## src/common/fcs_regs.vh

```
`ifndef FCS_REGS_VH
`define FCS_REGS_VH
// Commands
`define FCS_CMD_WREN      8'h06
`define FCS_CMD_WRDI      8'h04
`define FCS_CMD_WRSR1     8'h01
`define FCS_CMD_WRSR2     8'h31
`define FCS_CMD_WRSR3     8'h11
`define FCS_CMD_WRSRA     8'h71
`define FCS_CMD_RDSR1     8'h05
`define FCS_CMD_RDSR2     8'h35
`define FCS_CMD_RDSR3     8'h15
`define FCS_CMD_LOCK      8'h36
`define FCS_CMD_UNLOCK    8'h39
// Register selectors for the addressed write
`define FCS_SEL_SR1       8'h01
`define FCS_SEL_SR2       8'h02
`define FCS_SEL_SR3       8'h03
// Third register fields and reset
`define FCS_SR3_PINROLE   7
`define FCS_SR3_DRIVE_HI  6
`define FCS_SR3_DRIVE_LO  5
`define FCS_SR3_SCHEME    2
`define FCS_SR3_RESET     8'h20
`define FCS_DRIVE_RSVD    2'h0
// First register fields
`define FCS_SR1_WR_LATCH  1
`define FCS_SR1_RANGE_HI  4
`define FCS_SR1_RANGE_LO  2
`define FCS_SR1_BOTTOM    5
`define FCS_SR1_GRAN      6
`define FCS_SR1_CMP       7
`define FCS_SR1_RESET     8'h00
`define FCS_SR1_WMASK     8'hfc
// Second register fields
`define FCS_SR2_QUAD_IO   1
`define FCS_SR2_RESET     8'h00
`endif

```

## src/fcs_reg3.v

```verilog
`timescale 1ns/100ps
`include "fcs_regs.vh"
module fcs_reg3 #(
  parameter BLK_SHIFT = 16,
  parameter BLK_BITS  = 6
) (
  // Clock and reset
  input  wire        ref_clk_i,
  input  wire        rst_n_i,
  // Serial link pins
  input  wire        sclk_i,
  input  wire        cs_n_i,
  input  wire        mosi_i,
  output reg         miso_o,
  output reg         miso_oe_o,
  // Pin configuration
  output reg         hold_enable_o,
  output reg         reset_enable_o,
  output reg  [1:0]  output_drive_level_o,
  // Protection query from array logic
  input  wire [23:0] chk_addr_i,
  output reg         chk_protected_o,
  output reg         protect_scheme_select_o
);
  localparam NBLK = 1 << BLK_BITS;

  reg [2:0]      sclk_s;
  reg [2:0]      cs_s;
  reg [1:0]      mosi_s;
  reg [7:0]      sr1;
  reg [7:0]      sr2;
  reg [7:0]      pin_drive_protect_config;
  reg [NBLK-1:0] locks;
  reg [7:0]      shift_in;
  reg [7:0]      shift_out;
  reg [2:0]      bit_cnt;
  reg [2:0]      byte_cnt;
  reg [7:0]      cmd;
  reg [7:0]      d1;
  reg [7:0]      d2;
  reg [23:0]     addr;
  reg            rd_active;

  // Synchronisers: stage 0 feeds only stage 1
  wire sclk_rise = sclk_s[1] & ~sclk_s[2];
  wire sclk_fall = ~sclk_s[1] & sclk_s[2];
  wire cs_rise   = cs_s[1] & ~cs_s[2];
  wire cs_fall   = ~cs_s[1] & cs_s[2];
  wire cs_act    = ~cs_s[1];
  wire [7:0] next_in = {shift_in[6:0], mosi_s[1]};
  wire byte_done = cs_act & sclk_rise & (bit_cnt == 3'h7);
  wire wr_latch = sr1[`FCS_SR1_WR_LATCH];
  // Field views of the third register and the quad enable
  wire       pin_role       = pin_drive_protect_config[`FCS_SR3_PINROLE];
  wire [1:0] drive_cfg      = pin_drive_protect_config[`FCS_SR3_DRIVE_HI:`FCS_SR3_DRIVE_LO];
  wire       scheme_sel     = pin_drive_protect_config[`FCS_SR3_SCHEME];
  wire       quad_io_enable = sr2[`FCS_SR2_QUAD_IO];

  always @(posedge ref_clk_i) begin
    if (!rst_n_i) begin
      sclk_s <= 3'h0;
      cs_s   <= 3'h7;
      mosi_s <= 2'h0;
    end else begin
      sclk_s <= {sclk_s[1:0], sclk_i};
      cs_s   <= {cs_s[1:0], cs_n_i};
      mosi_s <= {mosi_s[0], mosi_i};
    end
  end

  // Value returned by a status read command
  reg [7:0] rd_val;
  always @* begin
    case (cmd)
      `FCS_CMD_RDSR1: rd_val = sr1;
      `FCS_CMD_RDSR2: rd_val = sr2;
      `FCS_CMD_RDSR3: rd_val = pin_drive_protect_config;
      default:        rd_val = 8'h00;
    endcase
  end

  // Reserved lanes forced to zero, reserved drive code keeps old value
  function [7:0] sr3_merge;
    input [7:0] old;
    input [7:0] d;
    reg   [1:0] lvl;
    begin
      lvl = d[`FCS_SR3_DRIVE_HI:`FCS_SR3_DRIVE_LO];
      if (lvl == `FCS_DRIVE_RSVD) begin
        lvl = old[`FCS_SR3_DRIVE_HI:`FCS_SR3_DRIVE_LO];
      end
      sr3_merge = {d[`FCS_SR3_PINROLE], lvl, 2'h0, d[`FCS_SR3_SCHEME], 2'h0};
    end
  endfunction

  // Shift engine; frames commit on chip select release
  always @(posedge ref_clk_i) begin
    if (!rst_n_i) begin
      sr1       <= `FCS_SR1_RESET;
      sr2       <= `FCS_SR2_RESET;
      pin_drive_protect_config <= `FCS_SR3_RESET;
      locks     <= {NBLK{1'b1}};
      shift_in  <= 8'h00;
      shift_out <= 8'h00;
      bit_cnt   <= 3'h0;
      byte_cnt  <= 3'h0;
      cmd       <= 8'h00;
      d1        <= 8'h00;
      d2        <= 8'h00;
      addr      <= 24'h000000;
      rd_active <= 1'b0;
    end else if (cs_fall) begin
      bit_cnt   <= 3'h0;
      byte_cnt  <= 3'h0;
      cmd       <= 8'h00;
      rd_active <= 1'b0;
    end else if (cs_rise) begin
      rd_active <= 1'b0;
      // Commit only whole frames; a partial byte is discarded
      if (bit_cnt == 3'h0 && byte_cnt != 3'h0) begin
        case (cmd)
          `FCS_CMD_WREN: sr1[`FCS_SR1_WR_LATCH] <= 1'b1;
          `FCS_CMD_WRDI: sr1[`FCS_SR1_WR_LATCH] <= 1'b0;
          `FCS_CMD_WRSR1: if (wr_latch && byte_cnt > 3'h1) begin
            sr1 <= d1 & `FCS_SR1_WMASK;
            if (byte_cnt > 3'h2) begin
              sr2 <= d2;
            end
          end
          `FCS_CMD_WRSR2: if (wr_latch && byte_cnt > 3'h1) begin
            sr2 <= d1;
            sr1[`FCS_SR1_WR_LATCH] <= 1'b0;
          end
          `FCS_CMD_WRSR3: if (wr_latch && byte_cnt > 3'h1) begin
            pin_drive_protect_config <= sr3_merge(pin_drive_protect_config, d1);
            sr1[`FCS_SR1_WR_LATCH] <= 1'b0;
          end
          `FCS_CMD_WRSRA: if (wr_latch && byte_cnt > 3'h2) begin
            sr1[`FCS_SR1_WR_LATCH] <= 1'b0;
            case (d1)
              `FCS_SEL_SR1: sr1 <= d2 & `FCS_SR1_WMASK;
              `FCS_SEL_SR2: sr2 <= d2;
              `FCS_SEL_SR3: pin_drive_protect_config <= sr3_merge(pin_drive_protect_config, d2);
              default: ;
            endcase
          end
          `FCS_CMD_LOCK, `FCS_CMD_UNLOCK: begin
            sr1[`FCS_SR1_WR_LATCH] <= 1'b0;
            if (wr_latch && byte_cnt > 3'h3 && scheme_sel) begin
              locks[addr[BLK_SHIFT+BLK_BITS-1:BLK_SHIFT]] <= (cmd == `FCS_CMD_LOCK);
            end
          end
          default: ;
        endcase
      end
    end else if (cs_act) begin
      if (sclk_rise) begin
        shift_in <= next_in;
        bit_cnt  <= bit_cnt + 3'h1;
      end
      if (byte_done) begin
        if (byte_cnt != 3'h7) begin
          byte_cnt <= byte_cnt + 3'h1;
        end
        case (byte_cnt)
          3'h0: cmd <= next_in;
          3'h1: d1  <= next_in;
          3'h2: d2  <= next_in;
          default: ;
        endcase
        if (byte_cnt != 3'h0 && byte_cnt < 3'h4) begin
          addr <= {addr[15:0], next_in};
        end
        if (byte_cnt == 3'h0) begin
          rd_active <= (next_in == `FCS_CMD_RDSR1) || (next_in == `FCS_CMD_RDSR2) ||
                       (next_in == `FCS_CMD_RDSR3);
        end
      end
      // Reload each byte so the register streams repeatedly
      if (sclk_fall && bit_cnt == 3'h0) begin
        shift_out <= rd_val;
      end else if (sclk_fall) begin
        shift_out <= {shift_out[6:0], 1'b0};
      end
    end
  end

  // Range decode of first register in blocks
  wire [BLK_BITS-1:0] blk = chk_addr_i[BLK_SHIFT+BLK_BITS-1:BLK_SHIFT];
  wire [2:0] rng_bits = sr1[`FCS_SR1_RANGE_HI:`FCS_SR1_RANGE_LO];
  wire [3:0] sh  = {1'b0, rng_bits} - 4'h1 + {3'h0, ~sr1[`FCS_SR1_GRAN]};
  wire [BLK_BITS+8:0] size = {{BLK_BITS+8{1'b0}}, 1'b1} << sh;
  wire [BLK_BITS+8:0] blkw = {9'h000, blk};
  wire in_rng = (rng_bits != 3'h0) && (sr1[`FCS_SR1_BOTTOM] ? (blkw < size)
                : (blkw + size >= NBLK));
  wire rng_prot = in_rng ^ sr1[`FCS_SR1_CMP];

  // Registered outputs
  always @(posedge ref_clk_i) begin
    if (!rst_n_i) begin
      miso_o                  <= 1'b0;
      miso_oe_o               <= 1'b0;
      hold_enable_o           <= 1'b0;
      reset_enable_o          <= 1'b0;
      output_drive_level_o    <= 2'h0;
      chk_protected_o         <= 1'b1;
      protect_scheme_select_o <= 1'b0;
    end else begin
      miso_o    <= rd_active & shift_out[7];
      miso_oe_o <= rd_active & cs_act;
      // Quad mode turns the shared pin into a plain data line
      hold_enable_o  <= ~quad_io_enable & ~pin_role;
      reset_enable_o <= ~quad_io_enable & pin_role;
      // Drive code only meaningful while read data is driven
      output_drive_level_o <= (rd_active & cs_act) ? drive_cfg : 2'h0;
      protect_scheme_select_o <= scheme_sel;
      chk_protected_o <= scheme_sel ? locks[blk]
                                    : rng_prot;
    end
  end
endmodule // fcs_reg3

```

## config.mk

```make
export PLATFORM = sky130hd
export DESIGN_NAME = fcs_reg3
export DESIGN_NICKNAME = d
export VERILOG_FILES = /design/src/fcs_reg3.v
export VERILOG_INCLUDE_DIRS = /design/src /design/src/common
export SDC_FILE = /design/constraint.sdc
export NUM_CORES = 1
export LEC_CHECK = 0
export ABC_AREA = 1
export BUFFER_PORTS_ARGS = -buffer_cell sky130_fd_sc_hd__buf_4
export CORE_ASPECT_RATIO = 0.8
export CORE_MARGIN = 2
export CORE_UTILIZATION = 28
export CTS_BUF_LIST = sky130_fd_sc_hd__clkbuf_16
export CTS_CLUSTER_SIZE = 20
export DETAILED_ROUTE_END_ITERATION = 10
export PLACE_DENSITY = 0.44
export SKIP_LAST_GASP = 1
export SYNTH_ARGS = -nofsm -noshare
export SYNTH_HDL_FRONTEND = slang
export SYNTH_SLANG_ARGS = --single-unit
```

## constraint.sdc

```tcl
create_clock -name ref_clk_i -period 4.2 [get_ports ref_clk_i]
set_clock_uncertainty 0.2 [all_clocks]
set_input_delay 1.05 -clock ref_clk_i [delete_from_list [all_inputs] [get_ports ref_clk_i]]
set_output_delay 1.05 -clock ref_clk_i [all_outputs]
set_load 0.02 [all_outputs]
```

==> impl_metrics.py <==
metrics = {
    "logic_synthesis": {
        "asyncSetResetFlopFracSynth": 0,
        "yosys_warnings": 0,
        "post_synth.cell_area_avg_um2": 7.060,
        "ys_types": 32,
        "yosys-top-cells-area": "dfxtp_1, nand2_1, o211ai_1",
        "ys_seq_area_frac": 0.4116,
        "library_cell_with_the_largest_summed_area_after_synthesis": "dfxtp_1",
        "synth_top_cell_area_share": 0.4116,
        "postSynthNetCount": 1181,
        "syn_area_um2": 7929,
        "postSynth.topFlopCell": "dfxtp_1",
        "postSynthCellCount": 1123,
        "synth-edff-count": 0,
        "flip_flop_and_latch_count_after_synthesis": 163,
    },
    "sta": {
        "finalWorstPathRequiredPeriod_ns": 2.987,
        "final_hold_viol_count": 0,
        "layout_worst_path_cycle_share": 0.7112,
        "max_slew_margin": 0.2129,
        "finalWorstSetupSlack_ns": 1.213,
        "setup_viol": 0,
        "worst_margin_slew_ns": 1.172,
        "totalNegativeSetupSlack_ns": 0,
        "finalMaxSlewViolations": 0,
        "unrepaired_setup_endpoints_after_global_routing": "no",
        "max_freq_mhz": 334.8,
    },
    "detailed_routing": {
        "met3WireLength_um": 721,
        "first_pass_iters": 5,
        "drcViolationCount": 0,
        "routed-wl-met2_mm": 8.599,
        "antenna_violating_nets_post_route": 0,
        "routedWlPerCell_um": 14.56,
        "routed_via_density": 4.663,
        "maxUsedRoutingLayer": "met4",
        "drt-total-wl_mm": 21.96,
        "wl_met1_mm": 12.42,
        "vias": 7032,
        "dr.first_iter.drc_count": 454,
    },
    "setup_path": {
        "critical_path_class": "input port to flop",
        "critical_path.max_stage_delay_ns": 0.40,
        "cp_num_buf_inv": 3,
        "timing.critical_path.fanout_max": 34,
        "critical_path.top_delay_family": "buffers and inverters",
        "endpoint_kind": "flop",
        "cp.arrival_ns": 3.10,
        "crit_path_top_delay_cell": "inv_1",
        "cp-start-kind": "input port",
        "crit_required_ns": 4.32,
        "setup.reg_to_reg.worst_slack_ns": 1.41,
        "worstPathCellList": "buf_4 -> inv_1 -> buf_4 -> nand2_1 -> nand3_1 -> nand3_1 -> nand2_1 -> nand2_1 -> nand3_1 -> nand3_1 -> nand2_1 -> a21oi_1 -> nand2_1",
        "path_common_cell": "nand2_1",
    },
    "global_routing": {
        "antenna_found_initial": 0,
        "grt_overflow_total": 0,
        "first_global_vias": 6693,
        "grt_start_max_net_pins": 66,
        "grt.total_usage": 0.1557,
        "grt_first_pass_wirelength_mm": 36.53,
    },
    "final_layout": {
        "fin_util": 0.3200,
        "final_nets": 1183,
        "multi_input_area_um2": 4070,
        "fin_cells": 1508,
        "num_antenna_cells": 0,
        "area_delta_synth_final_pct": 13.32,
        "number_of_inserted_filler_cells_in_the_final_layout": 3103,
        "drive_above_1_share": 0.07469,
        "sequential_cell_area_in_the_final_layout_um2": 3263,
    },
    "power_and_ir_drop": {
        "cellLeakagePower_nw": 3.949,
        "sw_frac_of_total": 0.2443,
        "clock_power_share": 0.470,
        "power-per-cell-area_nw_per_um2": 354.9,
        "share_seq_of_total_power": 0.487,
        "p_switching_w": 0.0007789,
        "power_share_of_the_combinational_group": 0.043,
        "ir_worst_vdd_mv": 0.2465,
        "cellInternalPower_w": 0.002410,
        "power_w": 0.003189,
    },
    "clocking": {
        "cts_resized": 0,
        "cts_max_path_buffers": 2,
        "cts_hold_buffers": 0,
        "tritoncts": "yes",
        "tritoncts.num_buffers": 17,
        "clock_tree.htree_level_count": 4,
        "cts.sinks": 163,
        "clk-insertion-delay-late_ns": 0.42,
        "cts_root_buffer": "clkbuf_16",
        "post_cts_buffers": 0,
        "worst_setup_hold_path_clk_slew_ns": 0.07,
    },
    "placed_design": {
        "gp_congestion": 0.7927,
        "pre_cts_slack_ns": 0.7551,
        "dp_hpwl_mm": 15.14,
        "number_of_placed_cells_counting_well_taps": 1476,
        "number_of_input_and_output_port_buffers_inserted": 18,
    },
    "floorplanning": {
        "floorplan.die_area_um2": 29690,
        "top_level_ports": 37,
        "dieWidth_um": 192.1,
        "fp.coreArea_um2": 28080,
        "die_height_um": 154.5,
        "rows": 55,
        "initial_core_util": 0.2824,
    },
    "flow_run": {
        "max_cap_violations": 0,
    },
    "run_status": {
        "outcome": "completed",
    },
    "hold_path": {
        "timing.hold.worst.class": "flop to flop",
    },
}
## tightest hold or removal path, stage by stage, from the launching register on
cell and delay (ns):
dfxtp_1 0.30, nand2_1 0.04, inv_1 0.04
## sequential cells by signal, indices dropped and copies added (netlist names), 2 cells and up
register	count
sr2	8
sclk_s	3
cs_s	3
bit_cnt	3
addr	18
pin_drive_protect_config	4
shift_out	8
d1	8
byte_cnt	3
mosi_s	2
d2	8
cmd	8
sr1	7
shift_in	7
output_drive_level_o	2
locks	64
## logic make-up after synthesis
kind of cell	after synthesis	synth area share
adders and majority gates	29	0.04671
and+or+nand+nor	535	0.2889
AOI/OAI and AO/OA	239	0.1777
DFF	163	0.4116
buffers and inverters	157	0.07511
## metal layers
metal / up-vias / global-route usage
met2: 83 / 0.2100
met1: 3216 / 0.2487
met4: 0 / 0.04326
met3: 14 / 0.02383
li1: 3719 / -
met5: - / 0
## Yosys cell counts (2+ instances only)
cell type  instances
nand2_1          320
a31oi_1            9
nand2_4            2
a22oi_1            2
inv_1            108
buf_2              5
a21oi_1           61
nor2_4             8
nor2_1            96
or2_2              3
o221ai_1           3
ha_1              28
inv_2              4
nand4_1            7
nand3b_1           2
nor4_4             2
nor3_2             2
o211ai_1          68
nand3_1           70
clkbuf_1          35
o21ai_0           93
buf_1              5
nor2_2             2
dfxtp_1          163
nor4_1             2
nor3_1            17
## power by group through the flow
stage / clock network (W) / registers, W / logic [W]
floorplan: 0 / 0.00159 / 0.0000898
global placement: 0 / 0.00159 / 0.000139
detailed placement: 0 / 0.00159 / 0.000138
CTS: 0.00155 / 0.00155 / 0.000139
global route: 0.00162 / 0.00155 / 0.000156
finish: 0.00150 / 0.00155 / 0.000137
## worst paths after layout
check,start,endpoint,cells past startpoint
max,chk_addr_i[16],chk_protected_o$_SDFF_PN1_,13
min,mosi_s[0]$_SDFF_PN0_,mosi_s[1]$_SDFF_PN0_,2
max reg2reg,sr1[6]$_SDFFE_PN0P_,chk_protected_o$_SDFF_PN1_,23
min reg2reg,mosi_s[0]$_SDFF_PN0_,mosi_s[1]$_SDFF_PN0_,2
## metrics by stage
step	cell area [µm²]	hold slack [ns]
global route	8985	0.2277
detailed placement	8427	0.1972
finish	8985	0.2093
global placement	8427	0.1970
floorplan	7929	0.1905
CTS	8985	0.2119
## area by class of cell
class	count	area share
flip-flops and latches	163	0.3632
well taps	370	0.05152
inverters	112	0.04679
clock inverters	15	0.01476
multi-input cells	803	0.4530
clock buffers	17	0.04735
repair buffers	28	0.02340
## placed cells by master (no fill, tap or decap), types with 3 or more instances in the layout
master and n:
clkbuf_16 17, inv_2 4, nor2_4 8, or2_2 3, inv_6 4, ha_1 28, buf_4 28, nor3_1 17
a31oi_1 9, o211ai_1 68, nand2_1 320, a21oi_1 61, dfxtp_1 163, clkinvlp_4 5, nor2_1 96, nand3_1 70
o21ai_0 93, o221ai_1 3, inv_1 109, nand4_1 7
Power figures use the tool's default switching activity.
